==> config.mk <==
export PLATFORM = sky130hd
export DESIGN_NAME = spm_master_core
export DESIGN_NICKNAME = d
export VERILOG_FILES = /design/src/hw/spm_pkg.sv /design/src/hw/spm_fifo.sv /design/src/hw/spm_master_core.sv
export SDC_FILE = /design/constraint.sdc
export NUM_CORES = 1
export LEC_CHECK = 0
export BUFFER_PORTS_ARGS = -buffer_cell sky130_fd_sc_hd__buf_2
export CAP_MARGIN = 15
export CORE_UTILIZATION = 50
export DETAILED_ROUTE_END_ITERATION = 7
export MAX_ROUTING_LAYER = met4
export PLACE_DENSITY = 0.77
export SETUP_SLACK_MARGIN = 0.4
export SLEW_MARGIN = 20
export SYNTH_ARGS = -nofsm -noshare
export SYNTH_HDL_FRONTEND = slang
export SYNTH_HIERARCHICAL = 1
export SYNTH_SLANG_ARGS = --single-unit
export TNS_END_PERCENT = 1
==> constraint.sdc <==
create_clock -name sys_clk -period 2.51 [get_ports sys_clk]
set_input_delay 0.251 -clock sys_clk [delete_from_list [all_inputs] [get_ports sys_clk]]
set_output_delay 0.251 -clock sys_clk [all_outputs]
set_load 0.03 [all_outputs]
==> src/hw/spm_pkg.sv <==
// Shared register map, field layout and reset values of the SPI master core
package spm_pkg;
	// Register addresses on the special-function-register bus
	localparam logic [7:0] ADDR_CONFIG_MAIN = 8'hfc;
	localparam logic [7:0] ADDR_IRQ_MASK = 8'hfd;
	localparam logic [7:0] ADDR_STATUS = 8'hfe;
	localparam logic [7:0] ADDR_DATA = 8'hff;

	// Widths of the configuration registers and of the data path
	localparam int CFG_W = 7;
	localparam int MASK_W = 4;
	localparam int DATA_W = 8;

	// Reset values
	localparam logic [6:0] CFG_RESET = 7'h02;
	localparam logic [3:0] MASK_RESET = 4'hf;
	localparam logic [7:0] RDATA_RESET = 8'h00;

	// Fields of master_config_main
	localparam int BIT_CORE_ON = 0;
	localparam int BIT_SAMPLE_EDGE = 1;
	localparam int BIT_IDLE_LEVEL = 2;
	localparam int BIT_ORDER = 3;
	localparam int DIV_LSB = 4;
	localparam int DIV_MSB = 6;

	// Fields of master_irq_mask_config and of the status register
	localparam int BIT_RX_FULL = 3;
	localparam int BIT_RX_AVAIL = 2;
	localparam int BIT_TX_EMPTY = 1;
	localparam int BIT_TX_SPACE = 0;

	// Divider codes from this one upward all give the slowest rate
	localparam logic [2:0] DIV_CODE_MAX = 3'h5;
	// Serial clock edges in one byte (two per bit)
	localparam logic [4:0] EDGES_PER_BYTE = 5'h10;
	// Depth of each data FIFO
	localparam int FIFO_DEPTH = 2;

	// Transfer engine states
	typedef enum logic [2:0] {
		ST_IDLE = 3'b001,
		ST_SHIFT = 3'b010,
		ST_DONE = 3'b100
	} spm_state_type;
endpackage
==> src/hw/spm_fifo.sv <==
// Small synchronous FIFO with valid/ready on both sides
module spm_fifo
	import spm_pkg::*;
#(
	parameter int WIDTH = 8,
	parameter int DEPTH = 2
)
(
	input wire logic sys_clk,
	input wire logic rst_n,
	input wire logic [WIDTH-1:0] inData,
	input wire logic inValid,
	output logic inReady,
	output logic [WIDTH-1:0] outData,
	output logic outValid,
	input wire logic outReady
);
	localparam int AW = (DEPTH > 1) ? $clog2(DEPTH) : 1;
	localparam int CW = $clog2(DEPTH + 1);
	localparam logic [AW-1:0] LAST_PTR = AW'(DEPTH - 1);
	localparam logic [CW-1:0] FULL_COUNT = CW'(DEPTH);

	logic [WIDTH-1:0] mem [DEPTH];
	logic [AW-1:0] wrPtr;
	logic [AW-1:0] rdPtr;
	logic [CW-1:0] count;
	wire push = inValid && inReady;
	wire pop = outValid && outReady;

	// Flags come from the count, so full and empty are exact
	assign inReady = (count != FULL_COUNT);
	assign outValid = (count != '0);
	assign outData = mem[rdPtr];

	// Storage has no reset; only the pointers and count need one
	always_ff @(posedge sys_clk)
	begin
		if (push)
			mem[wrPtr] <= inData;
	end

	// Pointers wrap at DEPTH so any depth works, not only powers of two
	always_ff @(posedge sys_clk or negedge rst_n)
	begin
		if (!rst_n)
		begin
			wrPtr <= '0;
			rdPtr <= '0;
			count <= '0;
		end
		else
		begin
			if (push)
				wrPtr <= (wrPtr == LAST_PTR) ? '0 : wrPtr + 1'b1;
			if (pop)
				rdPtr <= (rdPtr == LAST_PTR) ? '0 : rdPtr + 1'b1;
			if (push && !pop)
				count <= count + 1'b1;
			else if (pop && !push)
				count <= count - 1'b1;
		end
	end
endmodule

==> src/hw/spm_master_core.sv <==
// SPI master core: configuration registers, data FIFOs, serial engine
module spm_master_core
	import spm_pkg::*;
#(
	parameter int TX_DEPTH = FIFO_DEPTH,
	parameter int RX_DEPTH = FIFO_DEPTH
)
(
	input wire logic sys_clk,
	input wire logic rst_n,
	input wire logic [7:0] sfrAddr,
	input wire logic [7:0] sfrWrData,
	input wire logic sfrWr,
	input wire logic sfrRd,
	output logic [7:0] sfrRdData,
	output logic masterSerialClockPin,
	output logic masterOutPin,
	input wire logic masterInPin,
	output logic spiIrq
);
	logic [CFG_W-1:0] masterConfigMain;
	logic [MASK_W-1:0] masterIrqMaskConfig;
	spm_state_type state;
	logic [5:0] divCnt;
	logic [3:0] edgeCnt;
	logic [7:0] rxByte;
	logic [7:0] txOutHold;
	logic inSync1;
	logic inSync2;
	logic inSync3;
	logic inBit;

	// Configuration fields
	wire masterCoreOn = masterConfigMain[BIT_CORE_ON];
	wire sampleEdgeSelect = masterConfigMain[BIT_SAMPLE_EDGE];
	wire serialClockIdleLevel = masterConfigMain[BIT_IDLE_LEVEL];
	wire bitOrderSelect = masterConfigMain[BIT_ORDER];
	wire [2:0] serialClockDivider = masterConfigMain[DIV_MSB:DIV_LSB];

	// Register decode
	wire selCfg = (sfrAddr == ADDR_CONFIG_MAIN);
	wire selMask = (sfrAddr == ADDR_IRQ_MASK);
	wire selStatus = (sfrAddr == ADDR_STATUS);
	wire selData = (sfrAddr == ADDR_DATA);

	// FIFO handshakes
	wire [7:0] txOut;
	wire txOutValid;
	wire txInReady;
	wire [7:0] rxOut;
	wire rxOutValid;
	wire rxInReady;
	wire txPush = sfrWr && selData;
	wire rxPop = sfrRd && selData && rxOutValid;

	// Engine decode
	wire stIdle = (state == ST_IDLE);
	wire stShift = (state == ST_SHIFT);
	wire stDone = (state == ST_DONE);
	// A byte starts only when the receive side can take its answer
	wire startXfer = stIdle && masterCoreOn && txOutValid && rxInReady;
	wire rxPush = stDone && masterCoreOn;

	// Half period in processor cycles: codes 5 to 7 share the slowest rate
	wire [2:0] divCode = (serialClockDivider > DIV_CODE_MAX) ? DIV_CODE_MAX : serialClockDivider;
	wire [5:0] halfLen = 6'(6'h01 << divCode);
	wire divTick = stShift && masterCoreOn && (divCnt == halfLen - 6'h01);

	// Edge bookkeeping: even edges lead, odd edges trail
	wire leadingEdge = !edgeCnt[0];
	wire [2:0] bitNum = edgeCnt[3:1];
	wire [2:0] nextNum = bitNum + 3'h1;
	wire sampleNow = leadingEdge ^ sampleEdgeSelect;
	wire [2:0] curPos = bitOrderSelect ? bitNum : 3'h7 - bitNum;
	wire [2:0] nextPos = bitOrderSelect ? nextNum : 3'h7 - nextNum;
	wire [2:0] firstPos = bitOrderSelect ? 3'h0 : 3'h7;
	wire lastEdge = (edgeCnt == 4'(EDGES_PER_BYTE - 5'h01));

	// Status flags are live views of the FIFOs
	wire [3:0] status = {!rxInReady, rxOutValid, !txOutValid, txInReady};
	wire [3:0] irqActive = status & ~masterIrqMaskConfig;

	wire [7:0] readMux = selCfg ? {1'b0, masterConfigMain} :
		selMask ? {4'h0, masterIrqMaskConfig} :
		selStatus ? {4'h0, status} :
		(selData && rxOutValid) ? rxOut : 8'h00;

	// Transmit FIFO: a write while full is dropped, shown by status bit 0
	spm_fifo #(
		.WIDTH(DATA_W),
		.DEPTH(TX_DEPTH)
	) txFifo (
		.sys_clk(sys_clk),
		.rst_n(rst_n),
		.inData(sfrWrData),
		.inValid(txPush),
		.inReady(txInReady),
		.outData(txOut),
		.outValid(txOutValid),
		.outReady(startXfer)
	);

	// Receive FIFO: when full it holds the engine back from the next byte
	spm_fifo #(
		.WIDTH(DATA_W),
		.DEPTH(RX_DEPTH)
	) rxFifo (
		.sys_clk(sys_clk),
		.rst_n(rst_n),
		.inData(rxByte),
		.inValid(rxPush),
		.inReady(rxInReady),
		.outData(rxOut),
		.outValid(rxOutValid),
		.outReady(rxPop)
	);

	// Configuration writes and registered read data
	always_ff @(posedge sys_clk or negedge rst_n)
	begin
		if (!rst_n)
		begin
			masterConfigMain <= CFG_RESET;
			masterIrqMaskConfig <= MASK_RESET;
			sfrRdData <= RDATA_RESET;
		end
		else
		begin
			if (sfrWr && selCfg)
				masterConfigMain <= sfrWrData[CFG_W-1:0];
			if (sfrWr && selMask)
				masterIrqMaskConfig <= sfrWrData[MASK_W-1:0];
			if (sfrRd)
				sfrRdData <= readMux;
		end
	end

	// Interrupt line is a registered level that drops one cycle after its cause goes away
	always_ff @(posedge sys_clk or negedge rst_n)
	begin
		if (!rst_n)
			spiIrq <= 1'b0;
		else
			spiIrq <= |irqActive;
	end

	// Input pin synchroniser; a change counts once stages two and three agree
	always_ff @(posedge sys_clk or negedge rst_n)
	begin
		if (!rst_n)
		begin
			inSync1 <= 1'b0;
			inSync2 <= 1'b0;
			inSync3 <= 1'b0;
			inBit <= 1'b0;
		end
		else
		begin
			inSync1 <= masterInPin;
			inSync2 <= inSync1;
			inSync3 <= inSync2;
			if (inSync2 == inSync3)
				inBit <= inSync3;
		end
	end

	// Transfer engine; everything but the idle clock level freezes while off
	always_ff @(posedge sys_clk or negedge rst_n)
	begin
		if (!rst_n)
		begin
			state <= ST_IDLE;
			divCnt <= '0;
			edgeCnt <= '0;
			rxByte <= '0;
			masterSerialClockPin <= 1'b0;
			masterOutPin <= 1'b0;
		end
		else
		begin
			if (stIdle)
				masterSerialClockPin <= serialClockIdleLevel;
			if (masterCoreOn)
			begin
				case (state)
					ST_IDLE:
					begin
						if (startXfer)
						begin
							state <= ST_SHIFT;
							divCnt <= '0;
							edgeCnt <= '0;
							rxByte <= '0;
							if (!sampleEdgeSelect)
								masterOutPin <= txOut[firstPos];
						end
					end
					ST_SHIFT:
					begin
						if (divTick)
						begin
							divCnt <= '0;
							masterSerialClockPin <= !masterSerialClockPin;
							edgeCnt <= edgeCnt + 4'h1;
							if (sampleNow)
								rxByte[curPos] <= inBit;
							if (sampleEdgeSelect && leadingEdge)
								masterOutPin <= txOutHold[curPos];
							if (!sampleEdgeSelect && !leadingEdge && bitNum != 3'h7)
								masterOutPin <= txOutHold[nextPos];
							if (lastEdge)
								state <= ST_DONE;
						end
						else
							divCnt <= divCnt + 6'h01;
					end
					ST_DONE:
						state <= ST_IDLE;
					default:
						state <= ST_IDLE;
				endcase
			end
		end
	end

	// The byte in flight is held here since the FIFO entry is freed at start
	always_ff @(posedge sys_clk or negedge rst_n)
	begin
		if (!rst_n)
			txOutHold <= '0;
		else if (startXfer)
			txOutHold <= txOut;
	end

	// Checking helpers: clock edges counted since the start of a byte
	logic [4:0] edgeTotal;
	always_ff @(posedge sys_clk or negedge rst_n)
	begin
		if (!rst_n)
			edgeTotal <= '0;
		else if (startXfer)
			edgeTotal <= '0;
		else if (divTick)
			edgeTotal <= edgeTotal + 5'h01;
	end
endmodule

==> reports/summary.txt <==
=======================================================================================
Routed metal-1 wire length                                                      4300 um
Die area                                                                      9910 um^2
Number of distinct library cells after synthesis                                     63
Worst slew margin                                                                 55.9%
Remaining DRCs                                                                        0
IR drop worst, VDD                                                             0.431 mV
RSZ-0062 raised after global routing                                               true
Maximum level of the CTS H-tree                                                       3
Top area cells in the synthesized netlist                                  sky130_fd_sc_hd__dfrtp_1, sky130_fd_sc_hd__edfxtp_1, sky130_fd_sc_hd__mux2_2, sky130_fd_sc_hd__nand2_1, sky130_fd_sc_hd__dfstp_2
Number of sinks handled by clock tree synthesis                                      95
First-pass GRT wire length                                                     15800 um
Routed wire length                                                              9610 um
Standby leakage power                                                           2.28 nW
Instance count of the mapped netlist                                                416
Worst Skew                                                                   0.00943 ns
Data required time at the worst endpoint                                        2.78 ns
Clock tree from TritonCTS                                                           yes
Cell accounting for the most synthesized area                              sky130_fd_sc_hd__dfrtp_1
Diodes inserted                                                                       0
Slew of the pin with the lowest slew margin                                    0.660 ns
Capturing element type of the critical path                                        flop
Clock latency at the later pin of the worst-skew pair                           0.37 ns
Arrival time worst endpoint                                                     2.34 ns
Warnings, synthesis                                                                   6
Synth Area in Compound Gates                                                      8.96%
Die X-Extent                                                                    99.6 um
Portion of synthesized cell area occupied by the leading cell type                30.0%
Final period utilization                                                          82.5%
Pin count of the biggest net entering global routing                                 64
Buffer type at the clock tree root                                         sky130_fd_sc_hd__clkbuf_8
Kind of start point of the critical path                                           flop
Post-synth EDFFs                                                                     32
Main combinational cell family by area after synthesis                     simple AND/OR/NAND/NOR gates
Synthesized area divided by synthesized cell count                            11.4 um^2
Overall track demand over capacity in global routing                              21.8%
Global-route congestion overflow total                                                0
Routed wirelength normalized by instance count                                  16.4 um
Area share of xor/xnor cells in the synthesized design                            3.13%
Worst setup startpoint                                                       edgeCnt[1]
Maximum Capacitance Violations                                                        0
Post-Synthesis Net Count                                                            445
Run status                                                                    completed
PwrDens                                                                     656 nW/um^2
Core area                                                                     9240 um^2
Half-perimeter wire length of the detailed placement result                     6960 um
Source of the worst hold timing path                                       sfrWrData[7]
Number of detailed-routing iterations run before antenna repair                       5
Via count                                                                          3285
Top_reg_cell synth                                                         sky130_fd_sc_hd__dfrtp_1
Antenna violations before repair                                                      0
Initial cell density of the core                                                  51.5%
Total negative slack for setup checks                                              0 ns
Length of routed met2 wiring                                                    4760 um
Number of nets still failing antenna checks after routing                             0
Met3 wire length                                                                 334 um
Simple-gate area share of the yosys netlist                                       16.0%
Total of fill cells in the finished design                                          758
Worst Setup Path Type                                                      flop to flop
Vert. Die Dim                                                                   99.6 um
Post-route standard cell area excluding fillers                               5320 um^2
Number of violations reported at the end of detailed-routing iteration 0            211
Async set or reset register ratio after synthesis                                 66.3%
Final setup viols                                                                     0
Highest routed metal layer                                                         met4
Rows                                                                                 35
Growth of design area from synthesis to finish                                    11.7%
Routed vias/inst                                                                   5.62
Synthesized-area fraction occupied by adder cells                                 2.31%
Slew Limit Fails                                                                      0
Number of buffers on the longest clock path                                           2
Synthesized area                                                              4760 um^2
Quantity of I/O buffers inserted on ports                                            31
Clock Pin Slew Worst Setup and Hold Paths                                       0.10 ns
Via count of the first global-routing pass                                         3154
Most common cell after layout, fill and taps aside                         sky130_fd_sc_hd__nand2_1
Crit Reg-Reg Startpoint                                                      edgeCnt[1]
Routability cong.                                                                 0.856
Final net count                                                                     480
Highest Clock Rate                                                            0.483 GHz
TritonCTS Buffers                                                                     9
Register-to-register setup slack                                                0.44 ns
Sequential fraction of the synthesis area                                         53.5%
Flop and latch count out of synthesis                                                95
Mux contribution to synthesized area                                              12.5%
Hold Violations, Final                                                                0
Top library cells by usage in the layout, fill and taps aside              sky130_fd_sc_hd__nand2_1, sky130_fd_sc_hd__dfrtp_1, sky130_fd_sc_hd__edfxtp_1
Hold Crit Class                                                            input pin to flop
Final worst path period need                                                    2.07 ns
Crit-path max FO                                                                      3
IO Count                                                                             32
Area post-placement                                                           5040 um^2
Share of layout cells above drive strength 1                                      25.7%
=======================================================================================
metal layers:
layer  global-route usage (%)  vias up
met5                        -        -
met4                     7.92        0
met3                     4.22       19
met2                     34.4       73
met1                     28.3     1623
li1                         -     1570
Yosys cell counts (all sizes together) (3+ instances only):
cell type,count
xor2,8
mux4,10
o31ai,6
o211ai,4
a21oi,16
nor2,29
nand2,62
mux2i,6
a21o,3
nor3b,3
dfstp,6
nand3,16
clkbuf,9
buf,9
nor2b,3
or2,4
dfrtp,57
ha,8
o22ai,6
xnor2,9
inv,16
nor3,4
edfxtp,32
and3,4
nand2b,11
o21ai,20
mux2,26
worst paths after layout:
check                                   end  depth (start not counted)
max                            masterOutPin                          5
min                        txFifo/mem[0][7]                          1
max reg2reg                    masterOutPin                          5
min reg2reg                         inSync2                          0
max in group asynchronous          state[0]                          3
min in group asynchronous             inBit                          3
flip-flops by register name, summed over array words and instances, names as in the netlist, 2 cells and up:
register             count
rxFifo/mem              16
txFifo/mem              16
rxByte                   8
sfrRdData                8
txOutHold                8
masterConfigMain         7
divCnt                   6
edgeCnt                  4
masterIrqMaskConfig      4
state                    3
rxFifo/count             2
txFifo/count             2
stage by stage:
stage          utilization [%]  std cells  power [mW]  setup WS [ns]  hold WS, ns
6_report                  57.5        585        3.49          0.440       0.0660
4_1_cts                   56.8        584        3.50          0.374       0.0513
3_5_place_dp              54.6        566        2.53          0.322        0.295
5_1_grt                   57.5        585        3.65          0.379       0.0431
2_1_floorplan                -        416        2.34          0.417      -0.0446
3_3_place_gp              54.6        566        2.50          0.394        0.293
critical path: stages (launching register included):
cell and delay [ns]:
sky130_fd_sc_hd__dfrtp_1 0.42, sky130_fd_sc_hd__mux4_1 0.58, sky130_fd_sc_hd__mux4_2 0.50, sky130_fd_sc_hd__nor3_2 0.12, sky130_fd_sc_hd__a211oi_1 0.07, sky130_fd_sc_hd__mux2_2 0.27
power by group:
group	internal [mW]	switching (mW)
Clock	0.382	0.589
Combinational	0.296	0.317
Sequential	1.73	0.174
logic make-up (layout without fill, tap and decap cells):
group / count (synthesis) / count (layout)
buf+inv: 35 / 75
fa+ha+maj: 9 / 9
compound gates: 68 / 68
xor+xnor: 17 / 17
simple gates: 150 / 150
flops: 95 / 95
mux: 42 / 42
cell type report:
cell class                 count  area [um^2]  area share, %
tap                          129          161           3.04
sequential                    95         2550           47.9
inverter                      17         66.3           1.25
timing repair buffer          42          259           4.87
clock inverter                 7         63.8           1.20
multi-input combinational    286         2100           39.4
clock buffer                   9          124           2.33
repair_timing:
item | CTS | global route
hold buffers | 2 | 0
gates cloned | 0 | 0
setup buffers | 0 | 1
pin swaps | 0 | 2
endpoints found under the setup margin | 4 | 14
hold endpoints to repair | 58 | 0
gates resized for setup | 1 | 15
Power figures use the tool's default switching activity.
